==> src/hdl/cw_lo_pkg.sv <==
// Constants, register map and helper functions for the CW LO phase logic.
package cw_lo_pkg;
    localparam int NUM_CHANNELS = 8;
    localparam int ADDR_BITS = 13;
    localparam int INSTR_BITS = 16;
    localparam int FRAME_BITS = 24;
    localparam int READ_FLAG_BIT = 23;
    localparam int ADDR_LSB = 8;
    localparam logic [4:0] INSTR_LAST_CNT = 5'h0F;
    localparam logic [4:0] FRAME_LAST_CNT = 5'h17;
    localparam logic [ADDR_BITS-1:0] ADDR_CHANNEL_SELECT = 13'h0005;
    localparam logic [ADDR_BITS-1:0] ADDR_CW_CHANNEL_PHASE_CONTROL = 13'h002D;
    localparam logic [7:0] CHANNEL_SELECT_RESET = 8'hFF;
    localparam logic [3:0] PHASE_CODE_RESET = 4'h0;
    localparam logic CW_ENABLE_RESET = 1'b0;
    localparam int CODE_MSB = 3;
    localparam int CODE_LSB = 0;
    localparam int CW_ENABLE_BIT = 4;
    localparam int COARSE_MSB = 3;
    localparam int COARSE_LSB = 2;
    localparam int FINE_MSB = 1;
    localparam int FINE_LSB = 0;
    localparam logic [1:0] PHASE_START = 2'h0;
    localparam logic [1:0] PHASE_STEP = 2'h1;
    localparam logic [1:0] PHASE_LAST = 2'h3;

    typedef logic [1:0] quarter_t;

    // In-phase LO is high in quarters 0 and 1 of the divided cycle.
    function automatic logic quarter_to_i(input quarter_t q);
        return (q == 2'h0) || (q == 2'h1);
    endfunction

    // Quadrature LO is high in quarters 1 and 2, one 4x period behind I.
    function automatic logic quarter_to_q(input quarter_t q);
        return (q == 2'h1) || (q == 2'h2);
    endfunction
endpackage

==> src/hdl/lo_phase_if.sv <==
// Shared divider state handed from the LO divider to every channel rotator.
`timescale 1ns/1ps
interface lo_phase_if;
    logic [1:0] phase;
    logic held;
    logic apply;
    modport src (output phase, output held, output apply);
    modport dst (input phase, input held, input apply);
endinterface

==> src/hdl/lo_channel_rotator.sv <==
// One channel's quadrature LO rotation and CW enable output stage.
`timescale 1ns/1ps
module lo_channel_rotator
    import cw_lo_pkg::*;
(
    input wire logic i_clock,
    input wire logic i_resetn,
    lo_phase_if.dst lo,
    input wire logic [3:0] i_code,
    input wire logic i_enable,
    output logic o_lo_i,
    output logic o_lo_q,
    output logic [1:0] o_fine_sel,
    output logic o_enable
);
    logic [3:0] code_r;
    logic [1:0] shifted_quarter;
    logic lo_i_nxt;
    logic lo_q_nxt;
    localparam logic [2:0] STEADY_FULL = 3'h7;
    logic [2:0] steady_r;
    logic code_moves;

    // A larger code adds quarters, so this channel reaches each edge sooner.
    assign shifted_quarter = lo.phase + code_r[COARSE_MSB:COARSE_LSB];
    assign lo_i_nxt = quarter_to_i(shifted_quarter);
    assign lo_q_nxt = quarter_to_q(shifted_quarter);
    assign code_moves = lo.held || (lo.apply && (i_code != code_r));

    // A rotation change legally reshapes one LO period, so the duty check
    // only looks at windows in which code and divider ran undisturbed.
    always_ff @(posedge i_clock) begin
        if (!i_resetn) begin
            steady_r <= 3'h0;
        end else if (code_moves) begin
            steady_r <= 3'h0;
        end else if (steady_r != STEADY_FULL) begin
            steady_r <= steady_r + 3'h1;
        end
    end

    // Codes change only at the cycle boundary or while the sync reset holds the divider, so no runt pulse is cut.
    always_ff @(posedge i_clock) begin
        if (!i_resetn) begin
            code_r <= PHASE_CODE_RESET;
        end else if (lo.apply) begin
            code_r <= i_code;
        end
    end

    // Final flops retimed straight on the 4x clock keep divider jitter out.
    always_ff @(posedge i_clock) begin
        if (!i_resetn) begin
            o_lo_i <= 1'b0;
            o_lo_q <= 1'b0;
            o_fine_sel <= 2'h0;
            o_enable <= CW_ENABLE_RESET;
        end else begin
            o_lo_i <= lo_i_nxt;
            o_lo_q <= lo_q_nxt;
            o_fine_sel <= code_r[FINE_MSB:FINE_LSB];
            o_enable <= i_enable;
        end
    end
endmodule

==> src/hdl/cw_quadrature_lo_phase_select.sv <==
// Top of the CW LO logic: divider, serial register port, eight rotators.
`timescale 1ns/1ps
// Functional notes
// Each channel keeps its own independent rotation.
// Sixteen rotation states, 22.5 degree steps.
// Code bits 3:0 select code times 22.5.
// One code step higher leads by 22.5.
// Equal codes give equal output phase.
// Same rotation on I and Q outputs.
// Quadrature LO from divide-by-four of 4x clock.
// Both LO outputs exactly fifty percent duty.
// Final LO flops clocked by 4x clock.
// Reset pin forces divider into known state.
// Array controller shares one reset pulse.
// Reset pin active high, held 20 ns.
// Divider restarts on first edge after release; the code, behind the two sync flops, first advances it on the third edge.
// Control bit 4 enables channel CW path.
// Divider static while reset pin held.
// New code applied on clock edge, glitch-free.
module cw_quadrature_lo_phase_select
    import cw_lo_pkg::*;
#(
    parameter int CHANNELS = NUM_CHANNELS
)(
    input wire logic i_clock,
    input wire logic i_resetn,
    input wire logic i_lo_sync_reset,
    input wire logic i_spi_csn,
    input wire logic i_spi_sclk,
    input wire logic i_spi_sdio,
    output logic o_spi_sdio,
    output logic o_spi_sdio_oe,
    output logic [CHANNELS-1:0] o_lo_i,
    output logic [CHANNELS-1:0] o_lo_q,
    output logic [2*CHANNELS-1:0] o_fine_sel,
    output logic [CHANNELS-1:0] o_cw_enable
);
    lo_phase_if lo ();

    logic sync_reset_s1_r;
    logic sync_reset_s2_r;
    logic [1:0] phase_r;
    logic [1:0] phase_nxt;
    logic csn_s1_r;
    logic csn_s2_r;
    logic sclk_s1_r;
    logic sclk_s2_r;
    logic sclk_s3_r;
    logic sdio_s1_r;
    logic sdio_s2_r;
    logic sclk_rise;
    logic sclk_fall;
    logic [4:0] bit_cnt_r;
    logic [FRAME_BITS-2:0] shift_r;
    logic [FRAME_BITS-1:0] frame_word;
    logic [ADDR_BITS-1:0] wr_addr;
    logic [ADDR_BITS-1:0] rd_addr;
    logic wr_strobe;
    logic rd_start;
    logic [7:0] tx_r;
    logic [7:0] rd_data;
    logic [7:0] ctrl_rd;
    logic [7:0] chan_sel_r;
    logic [3:0] code_r [CHANNELS];
    logic [CHANNELS-1:0] cw_en_r;
    logic [$clog2(CHANNELS)-1:0] first_sel;

    // Lowest selected channel answers a control register read.
    function automatic logic [$clog2(CHANNELS)-1:0] lowest_set(
        input logic [7:0] sel);
        logic [$clog2(CHANNELS)-1:0] idx;
        idx = '0;
        for (int k = CHANNELS - 1; k >= 0; k--) begin
            if (sel[k]) begin
                idx = k[$clog2(CHANNELS)-1:0];
            end
        end
        return idx;
    endfunction

    // The sync pin passes two flops; every device sees the same fixed
    // latency, so arrays driven by one pulse stay aligned.
    always_ff @(posedge i_clock) begin
        if (!i_resetn) begin
            sync_reset_s1_r <= 1'b0;
            sync_reset_s2_r <= 1'b0;
        end else begin
            sync_reset_s1_r <= i_lo_sync_reset;
            sync_reset_s2_r <= sync_reset_s1_r;
        end
    end

    assign phase_nxt = sync_reset_s2_r ? PHASE_START :
        phase_r + PHASE_STEP;

    always_ff @(posedge i_clock) begin
        if (!i_resetn) begin
            phase_r <= PHASE_START;
        end else begin
            phase_r <= phase_nxt;
        end
    end

    // All channels share this one divider, which keeps equal codes equal.
    assign lo.phase = phase_r;
    assign lo.held = sync_reset_s2_r;
    assign lo.apply = sync_reset_s2_r || (phase_r == PHASE_LAST);

    // Serial port lines come from another domain and are synchronised.
    always_ff @(posedge i_clock) begin
        if (!i_resetn) begin
            csn_s1_r <= 1'b1;
            csn_s2_r <= 1'b1;
            sclk_s1_r <= 1'b0;
            sclk_s2_r <= 1'b0;
            sclk_s3_r <= 1'b0;
            sdio_s1_r <= 1'b0;
            sdio_s2_r <= 1'b0;
        end else begin
            csn_s1_r <= i_spi_csn;
            csn_s2_r <= csn_s1_r;
            sclk_s1_r <= i_spi_sclk;
            sclk_s2_r <= sclk_s1_r;
            sclk_s3_r <= sclk_s2_r;
            sdio_s1_r <= i_spi_sdio;
            sdio_s2_r <= sdio_s1_r;
        end
    end

    assign sclk_rise = !csn_s2_r && sclk_s2_r && !sclk_s3_r;
    assign sclk_fall = !csn_s2_r && !sclk_s2_r && sclk_s3_r;
    assign frame_word = {shift_r, sdio_s2_r};
    assign wr_addr = frame_word[ADDR_LSB+ADDR_BITS-1:ADDR_LSB];
    assign rd_addr = frame_word[ADDR_BITS-1:0];
    assign wr_strobe = sclk_rise && (bit_cnt_r == FRAME_LAST_CNT) &&
        !frame_word[READ_FLAG_BIT];
    assign rd_start = sclk_rise && (bit_cnt_r == INSTR_LAST_CNT) &&
        frame_word[INSTR_BITS-1];
    assign first_sel = lowest_set(chan_sel_r);
    assign ctrl_rd = (chan_sel_r == 8'h00) ? 8'h00 :
        {3'h0, cw_en_r[first_sel], code_r[first_sel]};
    assign rd_data = (rd_addr == ADDR_CHANNEL_SELECT) ? chan_sel_r :
        (rd_addr == ADDR_CW_CHANNEL_PHASE_CONTROL) ? ctrl_rd : 8'h00;

    always_ff @(posedge i_clock) begin
        if (!i_resetn || csn_s2_r) begin
            bit_cnt_r <= 5'h00;
            shift_r <= '0;
        end else if (sclk_rise) begin
            bit_cnt_r <= bit_cnt_r + 5'h01;
            shift_r <= frame_word[FRAME_BITS-2:0];
        end
    end

    // Read data is presented on falling clocks, ready for the next rise.
    always_ff @(posedge i_clock) begin
        if (!i_resetn || csn_s2_r) begin
            tx_r <= 8'h00;
            o_spi_sdio <= 1'b0;
            o_spi_sdio_oe <= 1'b0;
        end else if (rd_start) begin
            tx_r <= rd_data;
            o_spi_sdio_oe <= 1'b1;
        end else if (sclk_fall && o_spi_sdio_oe) begin
            o_spi_sdio <= tx_r[7];
            tx_r <= {tx_r[6:0], 1'b0};
        end
    end

    // One write of the control register reaches every selected channel.
    always_ff @(posedge i_clock) begin
        if (!i_resetn) begin
            chan_sel_r <= CHANNEL_SELECT_RESET;
            cw_en_r <= '0;
            for (int c = 0; c < CHANNELS; c++) begin
                code_r[c] <= PHASE_CODE_RESET;
            end
        end else if (wr_strobe) begin
            if (wr_addr == ADDR_CHANNEL_SELECT) begin
                chan_sel_r <= frame_word[7:0];
            end
            for (int c = 0; c < CHANNELS; c++) begin
                if (wr_addr == ADDR_CW_CHANNEL_PHASE_CONTROL &&
                        chan_sel_r[c]) begin
                    code_r[c] <= frame_word[CODE_MSB:CODE_LSB];
                    cw_en_r[c] <= frame_word[CW_ENABLE_BIT];
                end
            end
        end
    end

    for (genvar g = 0; g < CHANNELS; g++) begin : g_ch
        lo_channel_rotator u_rot (
            .i_clock(i_clock),
            .i_resetn(i_resetn),
            .lo(lo.dst),
            .i_code(code_r[g]),
            .i_enable(cw_en_r[g]),
            .o_lo_i(o_lo_i[g]),
            .o_lo_q(o_lo_q[g]),
            .o_fine_sel(o_fine_sel[2*g+1:2*g]),
            .o_enable(o_cw_enable[g])
        );
    end
endmodule

==> config.mk <==
export PLATFORM = sky130hd
export DESIGN_NAME = cw_quadrature_lo_phase_select
export DESIGN_NICKNAME = d
export VERILOG_FILES = /design/src/hdl/cw_lo_pkg.sv /design/src/hdl/lo_phase_if.sv /design/src/hdl/lo_channel_rotator.sv /design/src/hdl/cw_quadrature_lo_phase_select.sv
export SDC_FILE = /design/constraint.sdc
export NUM_CORES = 1
export LEC_CHECK = 0
export ABC_CLOCK_PERIOD_IN_PS = 2800
export BUFFER_PORTS_ARGS = -buffer_cell sky130_fd_sc_hd__buf_2
export CAP_MARGIN = 20
export CELL_PAD_IN_SITES_DETAIL_PLACEMENT = 0
export CELL_PAD_IN_SITES_GLOBAL_PLACEMENT = 1
export CORE_MARGIN = 4
export CORE_UTILIZATION = 47
export CTS_BUF_LIST = sky130_fd_sc_hd__clkbuf_4 sky130_fd_sc_hd__clkbuf_8 sky130_fd_sc_hd__clkbuf_16
export DETAILED_ROUTE_END_ITERATION = 8
export PLACE_DENSITY_LB_ADDON = 0.1
export REMOVE_ABC_BUFFERS = 1
export SLEW_MARGIN = 20
export SYNTH_ARGS = -nofsm -noshare
export SYNTH_HDL_FRONTEND = slang
export SYNTH_SLANG_ARGS = --single-unit
export TNS_END_PERCENT = 50
==> constraint.sdc <==
create_clock -name i_clock -period 2.8 [get_ports i_clock]
set_input_delay 0.42 -clock i_clock [delete_from_list [all_inputs] [get_ports i_clock]]
set_output_delay 0.42 -clock i_clock [all_outputs]
set_load 0.03 [all_outputs]
# == Yosys cells after proc, flatten, opt, wreduce, memory -nomap -nowiden ==
# Memory sizes are Yosys's and may differ from the RTL's. A register that Yosys moved wholly into a read port is not among the register bits.
# Index checks and enable logic that the tools add are counted.
# classes
n_bitwise,10
eq_ne,23
n_addsub,10
n_reduce_logical,69
mux,56
order_cmp,1
# op_table
operator,n
$mux W1,34
$mux W4,8
$eq A13 B3 Y1 const B,2
$eq A13 B6 Y1 const B,2
$mux W3,8
$mux W8,3
$reduce_and A2 Y1,10
$eq A2 B2 Y1 const B,9
$logic_or A1 B1 Y1,18
$logic_and A1 B1 Y1,17
$add A2 B2 Y2,8
$eq A2 B1 Y1 const B,8
$logic_not A2 Y1,8
$logic_not A1 Y1,13
$mux W5,2
$logic_not A8 Y1,1
$or A1 B1 Y1,8
$add A5 B1 Y5 const B,1
$eq A5 B4 Y1 const B,1
$eq A5 B5 Y1 const B,1
$lt A3 B4 Y1 const B,1
$bmux W1 S3,1
$add A2 B1 Y2 const B,1
$not A1 Y1,2
2 further kinds,2
# word_totals
n_memories,1
word_cells,226
input_bits,6
register_bits,105
ramBits,32
output_inout_bits,42
# mem_list
name,depth,word_bits,rd,rd_clocked_by_memory_dff,wr,line_no,text
code_r,8,4,9,8,8,cw_quadrature_lo_phase_select.sv:64,logic [3:0] code_r [CHANNELS];

# == Depth between registers and ports, before layout ==
# Gate-level depths: netlist (run 1).
# depth
ltp_word,14
mapped_depth,9
ltp_nobuf,9

# == Hierarchy ==
# A second synthesis (run 1) with hierarchy kept.
# unflattened
cells_unflattened,647
hier_area_um2,6905.4
# by_module_without_submodules
module,seq_area_each_um2,cells_per_inst,area_each_um2,n_inst
cw_quadrature_lo_phase_select,2262.2,415,4122.7,1
lo_channel_rotator,180.2,29,347.8,8

# == Worst setup path before layout (run 1) ==
# Ideal clock, no wire load.
# synth_timing
kind,reg2reg
from,register sclk_s2_r
to,memory code_r[0][0] (enable)
n_path_buf,2
synth_period_minus_slack_ns,2.291
setup_time_ns,0.307
t_arrival_ns,1.984
stages_incl_launch_ff,8
t_required_ns,2.493
setup_slack_ns,0.509
path_cell_list,dfxtp_1 -> or3b_1 -> buf_2 -> or3_4 -> nor4_1 -> clkbuf_1 -> nand2_1 -> nand2_1
# synth_lines
element,line_no,text
start: declaration,cw_quadrature_lo_phase_select.sv:47,logic sclk_s2_r;
start signal: assignment,cw_quadrature_lo_phase_select.sv:123,sclk_s2_r <= sclk_s1_r;
end: declaration,cw_quadrature_lo_phase_select.sv:64,

# == Worst setup path after layout (run 1) ==
# layout_timing
from,register bit_cnt_r[0]
to,register tx_r[3]
# layout_via
elab_chain_len,4
word_cells_on_any_way,5
classes_between,eq/ne (1); mux (1); reduce/logical (3)
# layout_rtl
element,line_no,text
start: declaration,cw_quadrature_lo_phase_select.sv:53,logic [4:0] bit_cnt_r;
start signal: assignment,cw_quadrature_lo_phase_select.sv:150,bit_cnt_r <= bit_cnt_r + 5'h01;
$eq A5 B4 Y1 (*),cw_quadrature_lo_phase_select.sv:137,assign rd_start = sclk_rise && (bit_cnt_r == INSTR_LAST_CNT) &&
$logic_and A1 B1 Y1 (*) (2 in series),cw_quadrature_lo_phase_select.sv:137,
$mux W8 / $reduce_bool A2 Y1 (equally long branches),--,
end signal: assignment,cw_quadrature_lo_phase_select.sv:162,tx_r <= rd_data;
end signal: assignment,cw_quadrature_lo_phase_select.sv:166,"tx_r <= {tx_r[6:0], 1'b0};"
end: declaration,cw_quadrature_lo_phase_select.sv:60,logic [7:0] tx_r;
# Every way passes the cells marked *; elsewhere a longest branch is shown, timed or not.
# A chain may end at the register's enable or synchronous reset.

==> results of run 1 <==
[how the worst max path moves through the flow]
| stage | end | cells after the start | startpoint |
|---|---|---|---|
| 2_1_floorplan | code_r[0][0]$_SDFFCE_PN0P_ | 5 | sclk_s2_r$_SDFF_PN0_ |
| 3_3_place_gp | tx_r[3]$_SDFFE_PP0P_ | 9 | bit_cnt_r[0]$_SDFFE_PP0P_ |
| 3_5_place_dp | tx_r[3]$_SDFFE_PP0P_ | 9 | bit_cnt_r[0]$_SDFFE_PP0P_ |
| 4_1_cts | tx_r[3]$_SDFFE_PP0P_ | 9 | bit_cnt_r[0]$_SDFFE_PP0P_ |
| 5_1_grt | tx_r[3]$_SDFFE_PP0P_ | 9 | bit_cnt_r[0]$_SDFFE_PP0P_ |
| 6_report | tx_r[3]$_SDFFE_PP0P_ | 9 | bit_cnt_r[0]$_SDFFE_PP0P_ |
[cells by family (layout without fill, tap and decap cells)]
logic type,Yosys count,in the layout,synth area share
and+or+nand+nor,290,290,0.203
DFF,169,169,0.525
AOI/OAI and AO/OA,111,111,0.106
buffers and inverters,78,108,0.0546
adders and majority gates,27,27,0.0479
xor gates and xnor gates,19,19,0.0236
muxes,19,19,0.0396
[cell type report]
cell class                 count  area, um2  share of cell area
inverter                      12       45.0             0.00569
clock buffer                  21        474              0.0599
timing repair buffer          64        363              0.0458
tap                          184        230              0.0291
sequential                   169       3700               0.468
clock inverter                11        119              0.0150
multi-input combinational    466       2980               0.377
[where the power goes]
part / switching [mW] / total [mW] / internal, mW
Sequential: 0.0443 / 2.60 / 2.56
Clock: 0.940 / 2.33 / 1.39
Combinational: 0.227 / 0.354 / 0.126
[registers in the layout, indices dropped and copies added, names as in the netlist]
name and flops:
bit_cnt_r 5, chan_sel_r 8, code_r 32, csn_s1_r 1, csn_s2_r 1, cw_en_r 8, g_ch.u_rot.code_r 32, g_ch.u_rot.o_enable 8
g_ch.u_rot.o_fine_sel 16, g_ch.u_rot.o_lo_i 8, g_ch.u_rot.o_lo_q 8, lo.held 1, lo.phase 2, o_spi_sdio 1, o_spi_sdio_oe 1, sclk_s1_r 1
sclk_s2_r 1, sclk_s3_r 1, sdio_s1_r 1, sdio_s2_r 1, shift_r 23, sync_reset_s1_r 1, tx_r 8
[routing by layer]
| layer | wire (um) | share of wire | GRT usage |
|---|---|---|---|
| met1 | 6840 | 0.46 | 0.251 |
| met2 | 7000 | 0.48 | 0.289 |
| met3 | 564 | 0.038 | 0.0390 |
| met4 | 335 | 0.023 | 0.0744 |
| met5 | 0 | 0 | 0 |
[cell usage after synthesis (all sizes together), types with 4 or more instances]
master / instances
inv: 12
nor3: 5
xnor2: 9
edfxtp: 32
a21oi: 33
nand2: 156
nor4: 6
o21ai: 4
and2: 59
nand2b: 4
mux4: 7
nand3: 11
o22ai: 4
nor2: 15
buf: 28
a22oi: 8
ha: 27
nor2b: 9
xor2: 10
dfxtp: 137
and3: 5
o21a: 8
mux2i: 11
a21boi: 40
clkbuf: 38
[critical path, stage by stage, from the launching register on]
cell and delay (ns):
dfxtp_1 0.37, ha_1 0.20, and3_1 0.17, ha_1 0.20, nand4b_1 0.10, or4_1 0.47
nor4_4 0.42, a21o_1 0.20, o21ai_0 0.09, a21oi_1 0.11
[through the flow]
stage                     hold slack, ns  setup TNS (ns)  power, mW
after global placement             0.422               0       3.00
after global routing               0.179               0       5.50
after CTS                          0.164               0       5.35
after detailed placement           0.405               0       3.02
final                              0.176               0       5.29
after floorplan                    0.386          -40.87       2.89
==> results.rst, run 1 <==
.. list-table::
   :header-rows: 1

   * - Metric
     - Value
   * - Overall Global Routing Usage
     - 0.185
   * - Iteration-0 DRC Markers
     - 304
   * - Die Footprint
     - 17,000 um2
   * - Most area-hungry cell type in the Yosys netlist
     - dfxtp_1
   * - Most common cell after layout, fill and taps aside
     - nand2_1
   * - Register area share after synthesis
     - 0.525
   * - Endpoint of the most critical register-to-register path
     - tx_r[3]$_SDFFE_PP0P_
   * - Warnings, synthesis
     - 0
   * - Required time at the worst-slack endpoint
     - 3.15 ns
   * - Final Net Count
     - 763
   * - Estimated wirelength of the detail-placed design
     - 10.4 mm
   * - Mapped cell area
     - 7050 um2
   * - Wire length of the first global-routing pass
     - 24.4 mm
   * - Normalized max-slew margin
     - 0.524
   * - Fraction of the cycle the final worst path needs
     - 0.861
   * - Class of the most critical setup path
     - flip-flop to flip-flop
   * - Clock root buffer master
     - clkbuf_16
   * - H-tree lvl count
     - 4
   * - Hold_buf cts
     - 0
   * - Synthesized area per cell
     - 9.89 um2
   * - Final number of setup-violating endpoints
     - 0
   * - Clk slew on worst S/H paths
     - 0.06 ns
   * - Number of library cell types mapped by synthesis
     - 51
   * - Number of buffers inserted during clock tree synthesis
     - 17
   * - Run status
     - complete, no violations
   * - Worst R2R Start
     - bit_cnt_r[0]$_SDFFE_PP0P_
   * - Number of enable-type register cells in the synthesized netlist
     - 32
   * - Power per cell area
     - 668 nW/um2
   * - Detailed-route vias per instance
     - 5.24
   * - Average wire per standard cell
     - 15.9 um
   * - Leak Pwr
     - 3.06 nW
   * - Post-synthesis cell count
     - 713
   * - Post-place instance area
     - 7330 um2
   * - Gr ovfl total
     - 0
   * - Dominant cells by area after synthesis
     - dfxtp_1 (39%), edfxtp_1 (14%), nand2_1 (8.3%), and2_1 (5.2%), ha_1 (4.8%)
   * - Rows
     - 44
   * - Clock period minus worst slack
     - 2.41 ns
   * - Fraction of synthesis flops using an asynchronous set or reset pin
     - 0
   * - Setup repair after global routing missed its margin
     - false
   * - Startpoint type of the worst setup path
     - flip-flop
   * - Main flop type after synthesis
     - dfxtp_1
   * - Total placed cells including tap cells
     - 895
   * - Type of the tightest min-delay check
     - input port to flip-flop
   * - Synthesized flop and latch total
     - 169
   * - DIE HEIGHT
     - 131 um
   * - Final setup slack of the worst path
     - 0.389 ns
   * - Antenna violations before repair
     - 0
   * - Antenna Nets Post-Route
     - 0
   * - Critical Path End Type
     - flip-flop
   * - Worst supply voltage drop on vdd
     - 421 uV
   * - Worst Clk Skew
     - 0.00838 ns
   * - CTS sink cnt
     - 169
   * - Hold_sp
     - i_spi_csn
   * - Clock Latency Late Sink
     - 0.42 ns
   * - Total length of routed wires
     - 14.7 mm
   * - Overall die width
     - 131 um
   * - Arrival time at the worst endpoint
     - 2.77 ns
   * - Slew of the pin with the lowest slew margin
     - 0.713 ns
   * - Share of the core filled with cells
     - 0.541
   * - DRC violation count after routing
     - 0
   * - Layout fillers
     - 1,367
   * - I/O pins
     - 48
   * - Count of cells along the worst hold path
     - 2
   * - Count of port buffers added during placement
     - 47
   * - Worst R2R Path Depth
     - 9
   * - Buffers from clock root to sink, at most
     - 2
   * - Number of iterations in the first detailed-routing pass
     - 5
   * - Area growth from synthesis to layout
     - 12.3%
   * - Count of max-cap constraint violations
     - 0
   * - Routability Congestion
     - 0.869
   * - Total number of vias
     - 4,858
   * - Worst Hold Endpoint
     - csn_s1_r$_SDFF_PN1_
   * - Fraction of final layout cells with drive strength greater than 1
     - 0.151
   * - Post-CTS repair timing setup buffer count
     - 0
   * - Leading cell types in the layout, fill and taps excluded
     - nand2_1 (156), dfxtp_1 (137), and2_1 (59)
   * - Final hold violations
     - 0
   * - Post-route cell area
     - 7920 um2
   * - Maximum number of pins on one net before global-route repair
     - 59
   * - Maximum operating frequency
     - 415 MHz
   * - TritonCTS clock tree
     - built
   * - Number of max-slew violations in the final report
     - 0
   * - Number of cells in the finished layout apart from fillers
     - 927
   * - Maximum fanout along the worst path
     - 8
   * - Top cell type's share of synthesized area
     - 0.389
   * - Reg2Reg Setup Slack
     - 0.39 ns
   * - Placeable Area
     - 14,600 um2
   * - Number of global-route vias before repair
     - 4,714
   * - Worst setup slack before clock tree synthesis
     - 0.393 ns
   * - Gates resized, CTS repair
     - 0
   * - Initial standard-cell utilization of the core
     - 0.482
   * - Antenna diode count
     - 0
No activity file was read; power rests on OpenSTA's default activity.
==> run 2: changes to the inputs <==
Settings changed: CAP_MARGIN 20 to 25, SETUP_SLACK_MARGIN from default to 0.5.
==> run 2 against run 1 <==
Compared with the run above: flip-flop and latch count unchanged; largest cell class unchanged; count of clock-buffer cells in the layout is the same; critical path depth fell by 3; cell count increased by 0.43%; final area is 1.5% higher; critical endpoint is now code_r[3][2]$_SDFFCE_PN0P_; combinational power about the same.
==> results.rst, run 2 (same netlist as run 1, synthesis figures left out) <==
.. list-table::
   :header-rows: 1

   * - Metric
     - Value
   * - Normalized max-slew margin
     - 0.524
   * - Clock Latency Late Sink
     - 0.43 ns
   * - Layout fillers
     - 1,356
   * - Total length of routed wires
     - 14.8 mm
   * - Sequential cell area
     - 3710 um2
   * - Setup repair after global routing missed its margin
     - true
   * - Number of max-slew violations in the final report
     - 0
   * - I/O pins
     - 48
   * - Most common cell after layout, fill and taps aside
     - nand2_1
   * - Detailed-route vias per instance
     - 5.29
   * - Clock root buffer master
     - clkbuf_16
   * - Class of the most critical setup path
     - flip-flop to flip-flop
   * - Share of total power in the clock network
     - 0.441
   * - TritonCTS clock tree
     - built
   * - Overall Global Routing Usage
     - 0.185
   * - Leading cell types in the layout, fill and taps excluded
     - nand2_1 (150), dfxtp_1 (133), and2_1 (59)
   * - Arrival time at the worst endpoint
     - 2.40 ns
   * - Gr ovfl total
     - 0
   * - Placeable Area
     - 14,600 um2
   * - Area growth from synthesis to layout
     - 14.0%
   * - Area of the multi-input gates
     - 3050 um2
   * - Maximum operating frequency
     - 440 MHz
   * - Number of buffers inserted during clock tree synthesis
     - 17
   * - Number of iterations in the first detailed-routing pass
     - 5
   * - CTS sink cnt
     - 169
   * - Leak Pwr
     - 3.08 nW
   * - Fraction of final layout cells with drive strength greater than 1
     - 0.181
   * - Overall die width
     - 131 um
   * - Wire length of the first global-routing pass
     - 24.5 mm
   * - Final setup slack of the worst path
     - 0.528 ns
   * - Sequential share of power
     - 0.492
   * - Power per cell area
     - 659 nW/um2
   * - Startpoint type of the worst setup path
     - flip-flop
   * - Slew of the pin with the lowest slew margin
     - 0.712 ns
   * - Maximum fanout along the worst path
     - 20
   * - Buffers from clock root to sink, at most
     - 2
   * - Clk slew on worst S/H paths
     - 0.06 ns
   * - Post-route cell area
     - 8040 um2
   * - Worst supply voltage drop on vdd
     - 421 uV
   * - Fraction of power spent switching nets
     - 0.230
   * - Cell-by-cell listing of the critical path
     - or3b_4 -> or3_4 -> nor4_2 -> buf_6 -> nand2_1 -> nand2_2
   * - Fraction of the cycle the final worst path needs
     - 0.811
   * - Buffer and inverter count on the worst path
     - 1
   * - Count of port buffers added during placement
     - 47
   * - DRC violation count after routing
     - 0
   * - Final Net Count
     - 767
   * - Antenna violations before repair
     - 0
   * - Die Footprint
     - 17,000 um2
   * - Required time at the worst-slack endpoint
     - 2.93 ns
   * - Final Power
     - 5.30 mW
   * - Maximum number of pins on one net before global-route repair
     - 59
   * - Worst setup slack before clock tree synthesis
     - 0.393 ns
   * - Leading registers by flop count
     - code_r x32, g_ch.u_rot.code_r x32, shift_r x23
   * - Type of the tightest min-delay check
     - input port to flip-flop
   * - Crit-path leading delay family
     - simple AND/OR/NAND/NOR gates
   * - Routability Congestion
     - 0.869
   * - Critical Path End Type
     - flip-flop
   * - Run status
     - complete, no violations
   * - Final hold violations
     - 0
   * - Standard cell with the maximum stage delay on the critical path
     - or3b_4
   * - Post-place instance area
     - 7330 um2
   * - Total number of vias
     - 4,922
   * - Count of max-cap constraint violations
     - 0
   * - Initial standard-cell utilization of the core
     - 0.482
   * - Average wire per standard cell
     - 15.9 um
   * - Internal Power
     - 4.08 mW
   * - Number of cells in the finished layout apart from fillers
     - 931
   * - Total placed cells including tap cells
     - 895
   * - H-tree lvl count
     - 4
   * - Proportion of power drawn by combinational gates
     - 0.067
   * - Number of global-route vias before repair
     - 4,738
   * - Fin Setup TNS
     - 0 ns
   * - Net load switching power
     - 1.22 mW
   * - DIE HEIGHT
     - 131 um
   * - Worst Clk Skew
     - 0.00815 ns
   * - Worst path max stage delay
     - 0.42 ns
   * - Antenna Nets Post-Route
     - 0
   * - Iteration-0 DRC Markers
     - 319
   * - Rows
     - 44
   * - Clock period minus worst slack
     - 2.27 ns
   * - Antenna diode count
     - 0
   * - Estimated wirelength of the detail-placed design
     - 10.4 mm
   * - Final number of setup-violating endpoints
     - 0
==> run 2: timing repair <==
action | CTS | global route
resized for setup | 1 | 23
pin swaps | 2 | 4
buffers inserted | 4 | 0
endpoints found under the setup margin | 45 | 71
hold buffers | 0 | 0
==> run 2: worst paths after layout <==
| kind | slack (ns) | cells past startpoint | startpoint | end |
|---|---|---|---|---|
| worst min-delay path | 0.18 | 2 | i_spi_csn | csn_s1_r$_SDFF_PN1_ |
| worst max-delay path | 0.53 | 6 | sclk_s3_r$_SDFF_PN0_ | code_r[3][2]$_SDFFCE_PN0P_ |
| worst max register to register | 0.53 | 6 | sclk_s3_r$_SDFF_PN0_ | code_r[3][2]$_SDFFCE_PN0P_ |
| worst min register to register | 0.42 | 1 | csn_s1_r$_SDFF_PN1_ | csn_s2_r$_SDFF_PN1_ |
==> run 2: per-layer routing <==
metal	wire, um	up-vias	global-route usage
li1	-	2429	-
met1	6750	2328	0.251
met2	7070	137	0.291
met3	690	28	0.0390
met4	312	0	0.0744
met5	0	-	0
==> run 2: cell type report <==
type / count / area share
clock inverters: 11 / 0.0148
repair buffers: 68 / 0.0509
flip-flops and latches: 169 / 0.462
clock buffers: 21 / 0.0590
well taps: 184 / 0.0286
multi-input cells: 466 / 0.380
inverters: 12 / 0.00560
==> run 2: through the flow <==
step / utilization / hold slack (ns)
global route: 0.549 / 0.179
CTS: 0.544 / 0.164
finish: 0.549 / 0.175
detailed placement: 0.500 / 0.405
floorplan: - / 0.386
global placement: 0.500 / 0.422
==> run 2: power by group through the flow <==
stage | Clock, mW | Sequential, mW | Combinational [mW]
floorplan | 0 | 2.73 | 0.164
global placement | 0 | 2.66 | 0.345
detailed placement | 0 | 2.66 | 0.359
CTS | 2.39 | 2.60 | 0.361
global route | 2.49 | 2.61 | 0.400
finish | 2.34 | 2.60 | 0.355
==> run 3: changes to the inputs <==
Settings changed: ABC_CLOCK_PERIOD_IN_PS 2800 to 2200.
Clock period 2.8 ns to 2.2 ns, I/O delays scaled along.
==> run 3 against run 2 <==
Compared with the run above: combinational power is 36% higher; first-iteration DRC count is 19% lower; global-route usage is 0.39 points higher; fmax is 4.9% higher; core utilization is 2.6 points higher; die area stayed put; largest cell class unchanged; critical endpoint is now code_r[0][2]$_SDFFCE_PN0P_; critical path depth is 1 higher; power is 25% higher; flip-flop and latch count stayed put.
==> results.rst, run 3 (same netlist as run 1, synthesis figures left out) <==
.. list-table::
   :header-rows: 1

   * - Metric
     - Value
   * - Total length of routed wires
     - 15.3 mm
   * - Rows
     - 44
   * - Post-route cell area
     - 8410 um2
   * - DRC violation count after routing
     - 0
   * - Antenna diode count
     - 0
   * - Number of max-slew violations in the final report
     - 0
   * - Final hold violations
     - 0
   * - Detailed-route vias per instance
     - 5.23
   * - Class of the most critical setup path
     - flip-flop to flip-flop
   * - TritonCTS clock tree
     - built
   * - Leak Pwr
     - 3.26 nW
   * - Leading registers by flop count
     - code_r x32, g_ch.u_rot.code_r x32, shift_r x23
   * - Wire length of the first global-routing pass
     - 24.9 mm
   * - Internal Power
     - 5.03 mW
   * - Initial standard-cell utilization of the core
     - 0.482
   * - Startpoint type of the worst setup path
     - flip-flop
   * - CP Launch Point
     - csn_s2_r$_SDFF_PN1_
   * - Final Power
     - 6.62 mW
   * - Maximum number of pins on one net before global-route repair
     - 59
   * - Normalized max-slew margin
     - 0.526
   * - Run status
     - complete, no violations
   * - Layout fillers
     - 1,279
   * - Net load switching power
     - 1.59 mW
   * - Number of global-route vias before repair
     - 4,846
   * - Die Footprint
     - 17,000 um2
   * - Number of iterations in the first detailed-routing pass
     - 4
   * - Fraction of power spent switching nets
     - 0.240
   * - Worst Clk Skew
     - 0.00665 ns
   * - Arrival time at the worst endpoint
     - 2.30 ns
   * - Area growth from synthesis to layout
     - 19.3%
   * - Fraction of the cycle the final worst path needs
     - 0.985
   * - Overall die width
     - 131 um
   * - Proportion of power drawn by combinational gates
     - 0.073
   * - Critical Path End Type
     - flip-flop
   * - Slew of the pin with the lowest slew margin
     - 0.710 ns
   * - Estimated wirelength of the detail-placed design
     - 10.8 mm
   * - Iteration-0 DRC Markers
     - 259
   * - Type of the tightest min-delay check
     - input port to flip-flop
   * - Clock Latency Late Sink
     - 0.42 ns
   * - Count of port buffers added during placement
     - 47
   * - DIE HEIGHT
     - 131 um
   * - Routability Congestion
     - 0.863
   * - Maximum operating frequency
     - 462 MHz
   * - Total number of vias
     - 5,020
   * - Antenna violations before repair
     - 0
   * - Placeable Area
     - 14,600 um2
   * - Share of the core filled with cells
     - 0.575
   * - Clk slew on worst S/H paths
     - 0.06 ns
   * - Antenna Nets Post-Route
     - 0
   * - Buffers from clock root to sink, at most
     - 2
   * - Number of buffers inserted during clock tree synthesis
     - 17
   * - Fin Setup TNS
     - 0 ns
   * - Worst R2R Start
     - csn_s2_r$_SDFF_PN1_
   * - CTS sink cnt
     - 169
   * - Final Net Count
     - 795
   * - Count of max-cap constraint violations
     - 0
   * - Average wire per standard cell
     - 16.0 um
   * - Most common cell after layout, fill and taps aside
     - nand2_1
   * - Share of total power in the clock network
     - 0.428
   * - Post-place instance area
     - 7570 um2
   * - Setup repair after global routing missed its margin
     - true
   * - Worst setup slack before clock tree synthesis
     - -0.0150 ns
   * - I/O pins
     - 48
   * - Final setup slack of the worst path
     - 0.0336 ns
   * - Fraction of final layout cells with drive strength greater than 1
     - 0.249
   * - Required time at the worst-slack endpoint
     - 2.33 ns
   * - Hold_buf cts
     - 0
   * - Hold_sp
     - i_spi_csn
   * - Overall Global Routing Usage
     - 0.189
   * - Final number of setup-violating endpoints
     - 0
   * - Leading cell types in the layout, fill and taps excluded
     - nand2_1 (138), dfxtp_1 (134), and2_1 (53)
   * - Clock period minus worst slack
     - 2.17 ns
   * - Gr ovfl total
     - 0
   * - Clock root buffer master
     - clkbuf_16
   * - Sequential share of power
     - 0.499
   * - Worst supply voltage drop on vdd
     - 542 uV
   * - Maximum fanout along the worst path
     - 7
   * - H-tree lvl count
     - 4
   * - Power per cell area
     - 786 nW/um2
-- run 3: power by group through the flow --
stage / clock network [mW] / logic [mW] / registers, mW
after floorplan: 0 / 0.209 / 3.47
after global placement: 0 / 0.462 / 3.37
after detailed placement: 0 / 0.484 / 3.37
after CTS: 2.90 / 0.490 / 3.30
after global routing: 3.06 / 0.543 / 3.31
final: 2.83 / 0.483 / 3.30
-- run 3: critical path, cell delays in order (launching register included) --
cell and delay (ns):
dfxtp_2 0.32, or3b_4 0.40, or3_4 0.38, buf_6 0.13, nor4_4 0.22, buf_6 0.20
nand2_1 0.10, nand2_2 0.12
-- run 3: area by class of cell --
cell class	instances	area, um2	share of cell area
well taps	184	230	0.0274
clock inverters	11	85.1	0.0101
clock buffers	21	485	0.0577
multi-input cells	466	3200	0.380
inverters	12	45.0	0.00535
repair buffers	96	663	0.0788
flip-flops and latches	169	3710	0.441
-- run 3: per-layer routing --
metal / track usage / vias to the layer above / wire length [um] / part of all wire
li1: - / 2476 / - / -
met1: 0.252 / 2420 / 6900 / 0.45
met2: 0.304 / 108 / 7540 / 0.49
met3: 0.0500 / 16 / 715 / 0.047
met4: 0.0538 / 0 / 177 / 0.012
met5: 0 / - / 0 / 0
-- run 3: final timing paths --
path | endpoint | slack (ns) | depth (start not counted)
worst max-delay path | code_r[0][2]$_SDFFCE_PN0P_ | 0.03 | 7
worst min-delay path | csn_s1_r$_SDFF_PN1_ | 0.09 | 2
worst max register to register | code_r[0][2]$_SDFFCE_PN0P_ | 0.03 | 7
worst min register to register | sdio_s2_r$_SDFF_PN0_ | 0.44 | 1
-- run 3: repair_timing --
| item | CTS | global route |
|---|---|---|
| hold endpoints to repair | 0 | 0 |
| gates cloned | 1 | 0 |
| setup buffers | 4 | 0 |
| setup endpoints to repair | 80 | 80 |
| pin swaps | 23 | 23 |
| resized for setup | 42 | 36 |
-- run 3: per-stage QoR --
stage,instances,hold WS [ns]
3_5_place_dp,922,0.414
4_1_cts,959,0.0774
6_report,959,0.0881
2_1_floorplan,647,0.386
5_1_grt,959,0.0924
3_3_place_gp,922,0.421
